## config.mk

```make
export PLATFORM = sky130hd
export DESIGN_NAME = axis_spindle_status_flags
export DESIGN_NICKNAME = d
export VERILOG_FILES = /design/src/common/axis_flags_pkg.sv /design/src/rtl/axis_spindle_status_flags.sv
export VERILOG_INCLUDE_DIRS = /design/src /design/src/common
export SDC_FILE = /design/constraint.sdc
export NUM_CORES = 2
export LEC_CHECK = 0
export BUFFER_PORTS_ARGS = -buffer_cell sky130_fd_sc_hd__buf_2
export CORE_MARGIN = 4
export CORE_UTILIZATION = 55
export CTS_CLUSTER_DIAMETER = 50
export DETAILED_ROUTE_END_ITERATION = 8
export HOLD_SLACK_MARGIN = 0.02
export PLACE_DENSITY = 0.73
export SLEW_MARGIN = 15
export SYNTH_ARGS = -nofsm -noshare
export SYNTH_HDL_FRONTEND = slang
export SYNTH_SLANG_ARGS = --single-unit
```

## constraint.sdc

```tcl
create_clock -name pclk -period 8.6 [get_ports pclk]
set_input_delay 0.86 -clock pclk [delete_from_list [all_inputs] [get_ports pclk]]
set_output_delay 0.86 -clock pclk [all_outputs]
set_load 0.01 [all_outputs]
```

## src/common/axis_flags_params.svh

```systemverilog
// Purpose: offsets, field positions and reset values of the status flag block
// Assumes: included by the flag block only
// Notes: offsets are byte addresses on the register bus
`ifndef AXIS_FLAGS_PARAMS_SVH
`define AXIS_FLAGS_PARAMS_SVH
// =============================================================
// register offsets
`define OFF_CFG 8'h00
`define OFF_WIN 8'h04
`define OFF_LUBE 8'h08
`define OFF_TOL 8'h0C
`define OFF_SPEED 8'h10
`define OFF_SYNCW 8'h14
`define OFF_STAT0 8'h18
`define OFF_STAT1 8'h1C
// =============================================================
// field positions of the configuration word
`define CFG_IDX_LSB 0
`define CFG_GANTRY_LSB 4
`define CFG_ABS_LSB 8
`define CFG_INDEP_LSB 16
// =============================================================
// reset values
`define RST_POS_WIN 16'h0010
`define RST_SETTLE 16'h0004
`define RST_LUBE_DIST 16'hFFFF
`define RST_GANTRY_LIM 16'h0100
`define RST_TOL 16'h0008
`define RST_UP_PCT 8'h6E
`define RST_LO_PCT 8'h5A
`define RST_POS_LOCK 16'h0020
`define RST_VEL_LOCK 16'h0020
`endif

```

## src/common/axis_flags_pkg.sv

```systemverilog
// Purpose: types shared by the status flag block and its bench
// Assumes: four units, units 2 and 3 are the spindles
// Notes: all flags active high
package axis_flags_pkg;
   // =============================================================
   // modes and phases
   typedef enum logic [1:0] {
      ABS_NONE = 2'h0,
      ABS_TOTAL = 2'h1,
      ABS_ONE_TURN = 2'h2
   } abs_mode_t;
   typedef enum logic [1:0] {
      SPIN_STOP = 2'h0,
      SPIN_CW = 2'h1,
      SPIN_CCW = 2'h2,
      SPIN_CLOSED = 2'h3
   } spin_mode_t;
   typedef enum logic [1:0] {
      PH_BOOT = 2'b01,
      PH_RUN = 2'b10
   } phase_t;
   // =============================================================
   // per-unit and per-spindle carriers
   typedef struct packed {
      logic cmd_move;
      logic dragged;
      logic [15:0] pos_error;
      logic normal_mode_sel;
      logic on_index_pos;
      logic [7:0] travel;
      logic lube_done;
      logic [15:0] gantry_diff;
      logic park_req;
      logic unpark_req;
      logic home_done;
      logic coord_set;
      logic home_fail;
      logic ring_fail;
      logic open_loop;
      logic fb_alarm;
      logic prev_homed;
      logic pos_restored;
      logic [15:0] enc_diff;
      logic param_switch;
      logic param_valid;
      logic tang_activate;
      logic tang_stop;
   } unit_in_t;
   typedef struct packed {
      spin_mode_t mode;
      logic [2:0] cnc_gear;
      logic [5:0] plc_gear_sel;
      logic [15:0] actual_speed;
      logic [15:0] prog_speed;
      logic sync_start;
      logic sync_stop;
      logic sync_pos_mode;
      logic sync_reached;
      logic [15:0] sync_pos_err;
      logic [15:0] sync_vel_err;
      logic external_spindle_ctrl;
      logic inhibit_in;
      logic spindle_reverse_input;
   } spin_in_t;
   typedef struct packed {
      logic move_req;
      logic axis_in_position;
      logic indexed_mode_active;
      logic index_match;
      logic lube_request;
      logic gantry_diff_alarm;
      logic parked;
      logic unparked;
      logic axis_homed;
      logic param_set_changing;
      logic tangential_ctrl_on;
   } unit_flags_t;
   typedef struct packed {
      logic gear_agreement;
      logic speed_in_range;
      logic slave_sync_started;
      logic master_sync_started;
      logic slave_pos_locked;
      logic slave_vel_locked;
   } spin_flags_t;
   typedef struct packed {
      logic ext_ctrl_ok;
      logic inhibit_ok;
      logic reverse_ok;
   } spin_gate_t;
endpackage

```

## src/rtl/axis_spindle_status_flags.sv

```systemverilog
// Purpose: axis and spindle status flags for the logic controller
// Assumes: one clock, flags advance on scan_strobe
// Notes: configuration and flag readback over APB, zero wait states
// Function
// RQ1 - motion request held until in position
// RQ2 - feed hold never clears motion request
// RQ3 - dragged slave also gets motion request
// RQ4 - indexed flag unless normal mode selected
// RQ5 - in position only after settle, no request
// RQ6 - channel flag ANDs non-independent in-position
// RQ7 - lube request after configured travel distance
// RQ8 - index match only on permitted position
// RQ9 - gantry alarm when difference exceeds limit
// RQ10 - parked flag, drive and feedback ignored
// RQ11 - unparked flag, control resumes
// RQ12 - full absolute keeps homed always high
// RQ13 - single-turn homed from restored saved position
// RQ14 - non-absolute homed by search or coordinate set
// RQ15 - non-absolute homed cleared by fault events
// RQ16 - parameter change flag until validation
// RQ17 - tangential flag set on activate, cleared stop
// RQ18 - gear agreement flag, no action on mismatch
// RQ19 - speed in range between percentage limits
// RQ20 - stop keeps range high, closed uses position
// RQ21 - sync flags both spindles, gates their inputs
// RQ22 - lock flags set reached, cleared window exceeded
// RQ23 - registered flags, one update per scan
//
// The placing of the registers and the APB interface to the registers were left to the implementer.
`include "axis_flags_params.svh"
`timescale 1ns/1ns
`default_nettype none
module axis_spindle_status_flags
   import axis_flags_pkg::*;
(
   input wire logic pclk,
   input wire logic presetn,
   input wire logic psel,
   input wire logic penable,
   input wire logic pwrite,
   input wire logic [7:0] paddr,
   input wire logic [31:0] pwdata,
   output logic [31:0] prdata,
   output logic pready,
   output logic pslverr,
   input wire logic scan_strobe,
   input wire unit_in_t [3:0] uin,
   input wire spin_in_t [1:0] sin,
   output unit_flags_t [3:0] unit_flags,
   output spin_flags_t [1:0] spin_flags,
   output spin_gate_t [1:0] spin_gates,
   output logic channel_all_in_position
);
   typedef struct packed {
      phase_t phase;
      logic [3:0] indexable;
      logic [3:0] gantry_pair;
      logic [7:0] abs_mode;
      logic [3:0] independent;
      logic [15:0] position_window_cfg;
      logic [15:0] settle_time_cfg;
      logic [15:0] lube_distance_cfg;
      logic [15:0] gantry_limit_cfg;
      logic [15:0] restore_tolerance_cfg;
      logic [7:0] upper_speed_pct_cfg;
      logic [7:0] lower_speed_pct_cfg;
      logic [15:0] pos_lock_window_cfg;
      logic [15:0] vel_lock_window_cfg;
      logic [3:0][15:0] settle_cnt;
      logic [3:0][15:0] lube_acc;
      unit_flags_t [3:0] uf;
      spin_flags_t [1:0] sf;
      spin_gate_t [1:0] gate;
      logic chan_all;
      logic [31:0] prdata;
      logic pready;
      logic pslverr;
   } state_t;

   state_t r;
   state_t n;

   // =============================================================
   // next state
   always_comb begin
      logic [31:0] stat0;
      logic [31:0] stat1;
      logic [31:0] rd;
      logic hit;
      logic boot;
      logic live;
      logic win_ok;
      logic settled;
      logic [3:0] sync_mv;
      logic [16:0] sum;
      logic [23:0] act100;
      logic [23:0] lo_lim;
      logic [23:0] up_lim;
      logic synced;
      abs_mode_t am;
      stat0 = '0;
      stat1 = '0;
      rd = '0;
      hit = 1'b1;
      boot = 1'b0;
      live = 1'b0;
      win_ok = 1'b0;
      settled = 1'b0;
      sync_mv = '0;
      sum = '0;
      act100 = '0;
      lo_lim = '0;
      up_lim = '0;
      synced = 1'b0;
      am = ABS_NONE;
      n = r;
      // flag readback words
      for (int i = 0; i < 4; i++) begin
         stat0[i] = r.uf[i].move_req;
         stat0[4+i] = r.uf[i].axis_in_position;
         stat0[8+i] = r.uf[i].indexed_mode_active;
         stat0[12+i] = r.uf[i].index_match;
         stat0[16+i] = r.uf[i].lube_request;
         stat0[20+i] = r.uf[i].gantry_diff_alarm;
         stat0[24+i] = r.uf[i].parked;
         stat0[28+i] = r.uf[i].unparked;
         stat1[i] = r.uf[i].axis_homed;
         stat1[4+i] = r.uf[i].param_set_changing;
         stat1[8+i] = r.uf[i].tangential_ctrl_on;
      end
      for (int s = 0; s < 2; s++) begin
         stat1[12+s] = r.sf[s].gear_agreement;
         stat1[14+s] = r.sf[s].speed_in_range;
         stat1[16+s] = r.sf[s].slave_sync_started;
         stat1[18+s] = r.sf[s].master_sync_started;
         stat1[20+s] = r.sf[s].slave_pos_locked;
         stat1[22+s] = r.sf[s].slave_vel_locked;
      end
      stat1[24] = r.chan_all;
      // =============================================================
      // register bus
      if (paddr == `OFF_CFG) begin
         rd = {12'h000, r.independent, r.abs_mode, r.gantry_pair,
               r.indexable};
      end else if (paddr == `OFF_WIN) begin
         rd = {r.settle_time_cfg, r.position_window_cfg};
      end else if (paddr == `OFF_LUBE) begin
         rd = {r.gantry_limit_cfg, r.lube_distance_cfg};
      end else if (paddr == `OFF_TOL) begin
         rd = {16'h0000, r.restore_tolerance_cfg};
      end else if (paddr == `OFF_SPEED) begin
         rd = {16'h0000, r.lower_speed_pct_cfg, r.upper_speed_pct_cfg};
      end else if (paddr == `OFF_SYNCW) begin
         rd = {r.vel_lock_window_cfg, r.pos_lock_window_cfg};
      end else if (paddr == `OFF_STAT0) begin
         rd = stat0;
      end else if (paddr == `OFF_STAT1) begin
         rd = stat1;
      end else begin
         hit = 1'b0;
      end
      n.pready = 1'b0;
      if (psel && !penable) begin
         n.pready = 1'b1;
         n.pslverr = !hit;
         n.prdata = pwrite ? 32'h0000_0000 : rd;
      end
      if (psel && penable && r.pready && pwrite && !r.pslverr) begin
         if (paddr == `OFF_CFG) begin
            n.indexable = pwdata[`CFG_IDX_LSB +: 4];
            n.gantry_pair = pwdata[`CFG_GANTRY_LSB +: 4];
            n.abs_mode = pwdata[`CFG_ABS_LSB +: 8];
            n.independent = pwdata[`CFG_INDEP_LSB +: 4];
         end else if (paddr == `OFF_WIN) begin
            n.position_window_cfg = pwdata[15:0];
            n.settle_time_cfg = pwdata[31:16];
         end else if (paddr == `OFF_LUBE) begin
            n.lube_distance_cfg = pwdata[15:0];
            n.gantry_limit_cfg = pwdata[31:16];
         end else if (paddr == `OFF_TOL) begin
            n.restore_tolerance_cfg = pwdata[15:0];
         end else if (paddr == `OFF_SPEED) begin
            n.upper_speed_pct_cfg = pwdata[7:0];
            n.lower_speed_pct_cfg = pwdata[15:8];
         end else if (paddr == `OFF_SYNCW) begin
            n.pos_lock_window_cfg = pwdata[15:0];
            n.vel_lock_window_cfg = pwdata[31:16];
         end
      end
      // =============================================================
      // flags, once per scan
      case (r.phase)
         PH_BOOT: boot = 1'b1;
         PH_RUN: boot = 1'b0;
         default: boot = 1'b1;
      endcase
      if (scan_strobe) begin // RQ23
         n.phase = PH_RUN;
         for (int s = 0; s < 2; s++) begin
            sync_mv[2+s] = sin[s].sync_start | sin[1-s].sync_start; // RQ21
         end
         for (int i = 0; i < 4; i++) begin
            live = !r.uf[i].parked; // RQ10
            win_ok = live && (uin[i].pos_error <= r.position_window_cfg);
            settled = win_ok && (r.settle_cnt[i] >= r.settle_time_cfg);
            n.settle_cnt[i] = !win_ok ? 16'h0000 :
               (r.settle_cnt[i] == 16'hFFFF) ? r.settle_cnt[i] :
               r.settle_cnt[i] + 16'h0001;
            // feed hold is deliberately not a clearing term
            n.uf[i].move_req = (live & (uin[i].cmd_move | uin[i].dragged))
               | sync_mv[i] | (r.uf[i].move_req & !settled); // RQ1 RQ2 RQ3
            n.uf[i].axis_in_position = settled & !n.uf[i].move_req; // RQ5
            n.uf[i].indexed_mode_active = r.indexable[i]
               & !uin[i].normal_mode_sel; // RQ4
            n.uf[i].index_match = r.indexable[i] & live
               & uin[i].on_index_pos; // RQ8
            sum = {1'b0, uin[i].lube_done ? 16'h0000 : r.lube_acc[i]}
               + {9'h000, live ? uin[i].travel : 8'h00};
            n.lube_acc[i] = sum[16] ? 16'hFFFF : sum[15:0];
            n.uf[i].lube_request = (n.lube_acc[i] >= r.lube_distance_cfg)
               | (r.uf[i].lube_request & !uin[i].lube_done); // RQ7
            n.uf[i].gantry_diff_alarm = r.gantry_pair[i] & live
               & (uin[i].gantry_diff > r.gantry_limit_cfg); // RQ9
            if (uin[i].park_req) begin
               n.uf[i].parked = 1'b1; // RQ10
               n.uf[i].unparked = 1'b0;
            end else if (uin[i].unpark_req) begin
               n.uf[i].parked = 1'b0; // RQ11
               n.uf[i].unparked = 1'b1;
            end
            am = abs_mode_t'(r.abs_mode[2*i +: 2]);
            case (am)
               ABS_TOTAL: n.uf[i].axis_homed = 1'b1; // RQ12
               ABS_ONE_TURN: n.uf[i].axis_homed = boot ?
                  (uin[i].prev_homed & uin[i].pos_restored
                   & (uin[i].enc_diff < r.restore_tolerance_cfg)) :
                  (r.uf[i].axis_homed | (live & uin[i].home_done)); // RQ13
               default: n.uf[i].axis_homed = !boot & ((live
                  & (uin[i].home_done | uin[i].coord_set)) // RQ14
                  | (r.uf[i].axis_homed & !(uin[i].home_fail
                  | uin[i].park_req | uin[i].ring_fail
                  | uin[i].open_loop | uin[i].fb_alarm))); // RQ15
            endcase
            n.uf[i].param_set_changing = uin[i].param_switch
               | (r.uf[i].param_set_changing & !uin[i].param_valid); // RQ16
            n.uf[i].tangential_ctrl_on = uin[i].tang_activate
               | (r.uf[i].tangential_ctrl_on & !uin[i].tang_stop); // RQ17
         end
         for (int s = 0; s < 2; s++) begin
            n.sf[s].gear_agreement = (sin[s].cnc_gear != 3'h0)
               && (sin[s].cnc_gear <= 3'h6) && (sin[s].plc_gear_sel
               == (6'h01 << (sin[s].cnc_gear - 3'h1))); // RQ18
            act100 = 24'(sin[s].actual_speed) * 24'h000064;
            lo_lim = 24'(sin[s].prog_speed) * 24'(r.lower_speed_pct_cfg);
            up_lim = 24'(sin[s].prog_speed) * 24'(r.upper_speed_pct_cfg);
            case (sin[s].mode)
               SPIN_STOP: n.sf[s].speed_in_range = 1'b1; // RQ20
               SPIN_CLOSED: n.sf[s].speed_in_range =
                  n.uf[2+s].axis_in_position; // RQ20
               default: n.sf[s].speed_in_range = (act100 >= lo_lim)
                  && (act100 <= up_lim); // RQ19
            endcase
            n.sf[s].slave_sync_started = sin[s].sync_start
               | (r.sf[s].slave_sync_started & !sin[s].sync_stop); // RQ21
            n.sf[s].master_sync_started = sin[1-s].sync_start
               | (r.sf[s].master_sync_started & !sin[1-s].sync_stop);
            n.sf[s].slave_pos_locked = n.sf[s].slave_sync_started
               & sin[s].sync_pos_mode
               & (sin[s].sync_reached | r.sf[s].slave_pos_locked)
               & (sin[s].sync_pos_err <= r.pos_lock_window_cfg); // RQ22
            n.sf[s].slave_vel_locked = n.sf[s].slave_sync_started
               & !sin[s].sync_pos_mode
               & (sin[s].sync_reached | r.sf[s].slave_vel_locked)
               & (sin[s].sync_vel_err <= r.vel_lock_window_cfg); // RQ22
            synced = n.sf[s].slave_sync_started
               | n.sf[s].master_sync_started;
            n.gate[s].ext_ctrl_ok = sin[s].external_spindle_ctrl
               & !synced; // RQ21
            n.gate[s].inhibit_ok = sin[s].inhibit_in & !synced;
            n.gate[s].reverse_ok = sin[s].spindle_reverse_input & !synced;
         end
         n.chan_all = 1'b1;
         for (int i = 0; i < 4; i++) begin
            n.chan_all = n.chan_all & (n.uf[i].axis_in_position
               | r.independent[i]); // RQ6
         end
      end
   end

   // =============================================================
   // state register
   always_ff @(posedge pclk or negedge presetn) begin
      if (!presetn) begin
         r <= '0;
         r.phase <= PH_BOOT;
         r.position_window_cfg <= `RST_POS_WIN;
         r.settle_time_cfg <= `RST_SETTLE;
         r.lube_distance_cfg <= `RST_LUBE_DIST;
         r.gantry_limit_cfg <= `RST_GANTRY_LIM;
         r.restore_tolerance_cfg <= `RST_TOL;
         r.upper_speed_pct_cfg <= `RST_UP_PCT;
         r.lower_speed_pct_cfg <= `RST_LO_PCT;
         r.pos_lock_window_cfg <= `RST_POS_LOCK;
         r.vel_lock_window_cfg <= `RST_VEL_LOCK;
      end else begin
         r <= n;
      end
   end

   assign prdata = r.prdata;
   assign pready = r.pready;
   assign pslverr = r.pslverr;
   assign unit_flags = r.uf;
   assign spin_flags = r.sf;
   assign spin_gates = r.gate;
   assign channel_all_in_position = r.chan_all;
endmodule
`default_nettype wire

```

Word level (Yosys, flattened, before mapping)
Cells that the tools add are included.

Latch bits: 0. Memories kept: 0. ROM bits: 0. Word-level logic and storage cells: 466. Flip-flop bits (word level): 375. Input port bits: 510. Bits in writable memories: 0.

Divide/modulo/power cells: 0. Order comparisons: 30. Shifts and indexed selects: 2. Eq/ne operators: 28. Add/subtract/negate cells: 10. Multiplexer cells: 56. Bitwise operators: 163. Reductions and logical operators: 83. $mul: 6.

Operators with widths (count): 16-bit 2-to-1 mux (16); 32-bit 2-to-1 mux (8); 16-bit greater-or-equal comparator (8); 16-bit <= comparator (8); 16-bit by 8-bit multiplier with 24-bit output (4); 1-bit bitwise AND (93); 16-bit by 8-bit adder with 17-bit output (4); 1-bit OR (65); 16-bit by 1-bit adder with 16-bit output, second input constant (4); 16-bit == test, second input constant (4); 16-bit > comparator (4); 16-bit < comparator (4); 23-bit by 24-bit greater-or-equal comparator with 1-bit output (2); 23-bit by 24-bit <= comparator with 1-bit output (2); 16-bit by 5-bit multiplier with 21-bit output, second input constant (2); 1-bit logical NOT (41); 8-bit by 5-bit == test with 1-bit output, second input constant (4); 8-bit 2-to-1 mux (4); 25-bit 2-to-1 mux (1); 1-bit logical AND (19); 2-bit 2-to-1 mux (9); 2-bit AND reduction (9); 8-bit by 4-bit == test with 1-bit output, second input constant (2); 2-bit == test, second input constant (7); 19 further kinds (54).

Logic depth before layout (Yosys ltp)
Depth after elaboration: 12. Mapped depth: 30.

Least setup slack after synthesis
OpenSTA, ideal clock, no wires.

Path type: input to register. Start point: input port sin[130] (netlist bit). End point: register r, in the netlist spin_flags[10]. Slack: 1.965 ns. Data required time: 8.496 ns. Data arrival time: 6.532 ns. Setup time: 0.104 ns. Stages on the path: 27. Path buffers: 1. Path through: clkbuf_1 > nand2_1 > fa_1 > inv_1 > fa_1 > fa_1 > inv_1 > fa_1 > inv_1 > ha_1 > o21ai_0 > nor2_1 > nor2_1 > a21boi_0 > o21bai_1 > a21oi_1 > xor2_1 > ha_1 > a21o_1 > a21o_1 > a21oi_1 > o41ai_1 > a21oi_1 > o21ai_0 > and4b_1 > or4_1 > o311ai_1.

Longest elaborated chain between the ends: 4. Elaborated cells on any way between the ends: 6.

Ends and longest elaborated chain: from (decl) (RTL line axis_spindle_status_flags.sv:48) `input wire spin_in_t [1:0] sin,`; 16-bit by 8-bit multiplier with 24-bit output, on equally long branches (RTL line axis_spindle_status_flags.sv:254, axis_spindle_status_flags.sv:255); 23-bit by 24-bit greater-or-equal comparator with 1-bit output or 23-bit by 24-bit <= comparator with 1-bit output (tied branches) (RTL line axis_spindle_status_flags.sv:260, axis_spindle_status_flags.sv:261); 1-bit logical AND (*) (RTL line axis_spindle_status_flags.sv:261) `&& (act100 <= up_lim);`; 1-bit case mux with 2 select lines (*) (RTL line axis_spindle_status_flags.sv:256) `case (sin[s].mode)`; to (signal assigned) (RTL line axis_spindle_status_flags.sv:306) `r <= n;`; to (decl) (RTL line axis_spindle_status_flags.sv:80) `state_t r;`.

Every way passes the cells marked *; elsewhere a longest branch is shown, timed or not. A chain may end at the register's enable or synchronous reset.

Final worst setup path
Start point: register r[271] (netlist bit). End point: register r, in the netlist spin_flags[10].

Longest elaborated chain between the ends: 4.

Ends and longest elaborated chain: 16-bit by 8-bit multiplier with 24-bit output (RTL line axis_spindle_status_flags.sv:255) `up_lim = 24'(sin[s].prog_speed) * 24'(r.upper_speed_pct_cfg);`; 23-bit by 24-bit <= comparator with 1-bit output (RTL line axis_spindle_status_flags.sv:261); 1-bit logical AND (RTL line axis_spindle_status_flags.sv:261); 1-bit case mux with 2 select lines (RTL line axis_spindle_status_flags.sv:256).

No other way between the ends.

==> metrics.txt <==
status finished clean; final setup violation count 0; vias in the first global route 43200; GR peak layer met2; Port Buffers 606; Post-Synthesis Cells 5708; DP HPWL 129000 um; fin crit period 7.18 ns; pwr dens 115 nW/um^2; Final TNS setup 0 ns; die width 309 um; Peak supply drop 0.152 mV; EDFF count, synth 0; Die H 309 um; Tot Pwr 6.33 mW; post-route worst setup slack 1.42 ns; IO Pins 607; Core Footprint 89100 um^2; Nets 7782; Setup crit start kind flip-flop; total track usage 0.335; area leader, netlist ha_1; Area Overhead vs Synth 10.8%; RSZ-0062 raised after global routing no; Slew @ Worst Pin 1.15 ns; wire per inst 22.0 um; Ys Warns 0; Final Cell Area 55100 um^2; largest net degree at the start of global routing 177; Fin Clk Skew 0.0329 ns; Routed WL 161000 um; CTS tree yes; total congestion overflow 0; async set-or-reset flop fraction in the synthesized netlist 1.00; Yosys top cell area share 0.199; vias 43300; largest fanout on the critical path 34; row cnt 109; Initial Util 0.558; Worst setup EP type flip-flop; Avg Inst Size Synth 8.71 um^2; Num CTS Buffers 56; total clock sinks 375; first-pass GRT wire length 247000 um; postcts setup bufs 0; htree depth 2; GR Util met1 0.419; share of layout cells above drive strength 1 0.145; register bit total from synthesis 375; die footprint 95300 um^2; Area contributors post-synth ha_1, dfrtp_1, fa_1; Fmax 0.139 GHz; Final Cycle Share 0.834; slew margin rel. 0.231; Fill cells 7764; Hold Path Class input pin to asynchronous set/reset pin; 1st-iter DRT viols 3490; register area share after synthesis 0.190; Vias/cell 5.89; Clock Latency Late Sink 0.63 ns; clk slew on worst S/H paths 0.06 ns; met3 Usage GRT 0.0687; Finished Core Util 0.618; Routed Antenna Nets 0; WP data required 9.12 ns; kind of critical path flip-flop to flip-flop; Post-DP Area 53000 um^2; Pre-antenna DRT Iters 6; Cell variety after synth 96; Remaining DRCs 0; post_cts resized 0; Clk Tree Root Cell clkbuf_16; pre-CTS WS 1.27 ns; max cap viols 0; GP Congestion 0.952; CP arrival 7.69 ns; initial antenna violation count 21; M2 GR Usage 0.549; CTS max path bufs 3; fin. max-slew vios 0; Main synth FF type dfrtp_1; Mapped Nets 7372; endpoints failing hold 0; Mapped Area 49700 um^2; CTS Hold Bufs 0; leakage power 29.3 nW
[synth_stat cells, types with 22 or more instances]
cell        n
buf_4      99
inv_1     725
and2_1    385
a22o_1     43
nor2_1    255
o21ai_0   320
nand2_1   521
a21o_1    106
nand3_1    97
o21ai_1    30
clkbuf_1  155
o31ai_1    22
nor3_1     64
xnor2_1   104
a22oi_1    34
buf_2      25
xor2_1     63
mux2_2     56
ha_1      792
a211oi_1   36
nand4_1    78
nor2b_1   132
a221oi_1   31
and3_1     34
o21bai_1   27
nand2b_1   67
fa_1      362
dfrtp_1   343
a31oi_1    46
a21oi_1   246
o21a_1     60
dfstp_2    32
[routing by layer]
| layer | share of wire | vias up |
|---|---|---|
| li1 | - | 20200 |
| met3 | 0.087 | 389 |
| met4 | 0.062 | 16 |
| met2 | 0.46 | 1732 |
| met5 | 0.00069 | - |
| met1 | 0.39 | 20900 |
[logic make-up after synthesis]
family,share of synthesized area
flip-flops,0.190
AND/OR/NAND/NOR,0.180
buffers and inverters,0.0851
multiplexers,0.0164
XOR/XNOR,0.0294
adder cells (fa/ha/maj),0.345
AO/OA/AOI/OAI,0.154
[state kept, by name (all words and copies together) (netlist names)]
| name | cells |
|---|---|
| unit_flags | 44 |
| spin_gates | 6 |
| prdata | 32 |
| channel_all_in_position | 1 |
| pready | 1 |
| r | 278 |
| pslverr | 1 |
| spin_flags | 12 |
[where the power goes]
| part | leakage, nW | switching [mW] | internal [mW] |
|---|---|---|---|
| sequential | 4.46 | 0.105 | 1.85 |
| clock | 0.982 | 0.979 | 1.50 |
| combinational | 23.8 | 1.08 | 0.805 |
| total | 29.3 | 2.17 | 4.16 |
[cells in the final DEF, fill, tap and decap left out, types with 16 or more instances in the layout]
cell type	synthesis	layout
buf_2	25	604
o21a_1	60	60
inv_1	725	725
nand2_1	521	521
nor2b_1	132	132
ha_1	792	792
buf_4	99	31
mux2_2	56	56
a21oi_1	246	246
nor3_1	64	62
nand2b_1	67	66
nor2_1	255	253
nand3_1	97	97
a22o_1	43	43
a21o_1	106	106
or3_1	18	18
o22ai_1	21	21
fa_1	362	362
o31ai_1	22	22
o211ai_1	21	21
clkbuf_16	0	56
dfrtp_1	343	343
o21ai_1	30	30
a31oi_1	46	46
a22oi_1	34	34
and3_1	34	34
nand4_1	78	78
o21ai_0	320	320
a221oi_1	31	31
and2_1	385	385
nor4_1	16	16
xor2_1	63	63
o21bai_1	27	27
dfstp_2	32	32
xnor2_1	104	104
a211oi_1	36	36
[path summary, 6_finish.rpt]
path	depth (start not counted)	slack [ns]	endpoint	start
setup / recovery	25	1.42	spin_flags[10]	r[271]
hold / removal	1	0.25	r[100]	presetn
setup reg to reg	25	1.42	spin_flags[10]	r[271]
hold reg to reg	1	0.46	r[374]	r[374]
max in group asynchronous	2	6.87	r[200]	presetn
min in group pclk	2	0.43	unit_flags[14]	uin[104]
[final cells by class]
cell class | instances | area, um^2 | area share
Sequential cell | 375 | 9420 | 0.171
Inverter | 726 | 2730 | 0.0495
Antenna cell | 14 | 35.0 | 0.000636
Clock buffer | 65 | 1490 | 0.0270
Multi-Input combinational cell | 4319 | 36100 | 0.655
Timing Repair Buffer | 640 | 3340 | 0.0607
Tap cell | 1165 | 1460 | 0.0265
Clock inverter | 39 | 517 | 0.00938
[critical path, stage by stage, from the launching register on]
cell	delay, ns
dfstp_2	0.92
and2_1	0.24
fa_1	0.45
fa_1	0.52
fa_1	0.57
inv_1	0.06
fa_1	0.53
inv_1	0.04
ha_1	0.33
a21oi_1	0.19
o211ai_1	0.15
and2_1	0.23
a21boi_0	0.39
o21bai_1	0.12
a21oi_1	0.18
xor2_1	0.17
ha_1	0.27
a21o_1	0.19
a21o_1	0.17
a21oi_1	0.14
o41ai_1	0.09
a21oi_1	0.15
o21ai_0	0.11
and4b_1	0.21
or4_1	0.53
o311ai_1	0.10
[per-stage QoR]
stage,instances,hold WS (ns)
floorplan,5708,0.431
global placement,7225,0.444
detailed placement,7225,0.445
CTS,7329,0.266
global route,7334,0.306
finish,7343,0.252
Note: power is estimated with default switching activity, not from simulation.
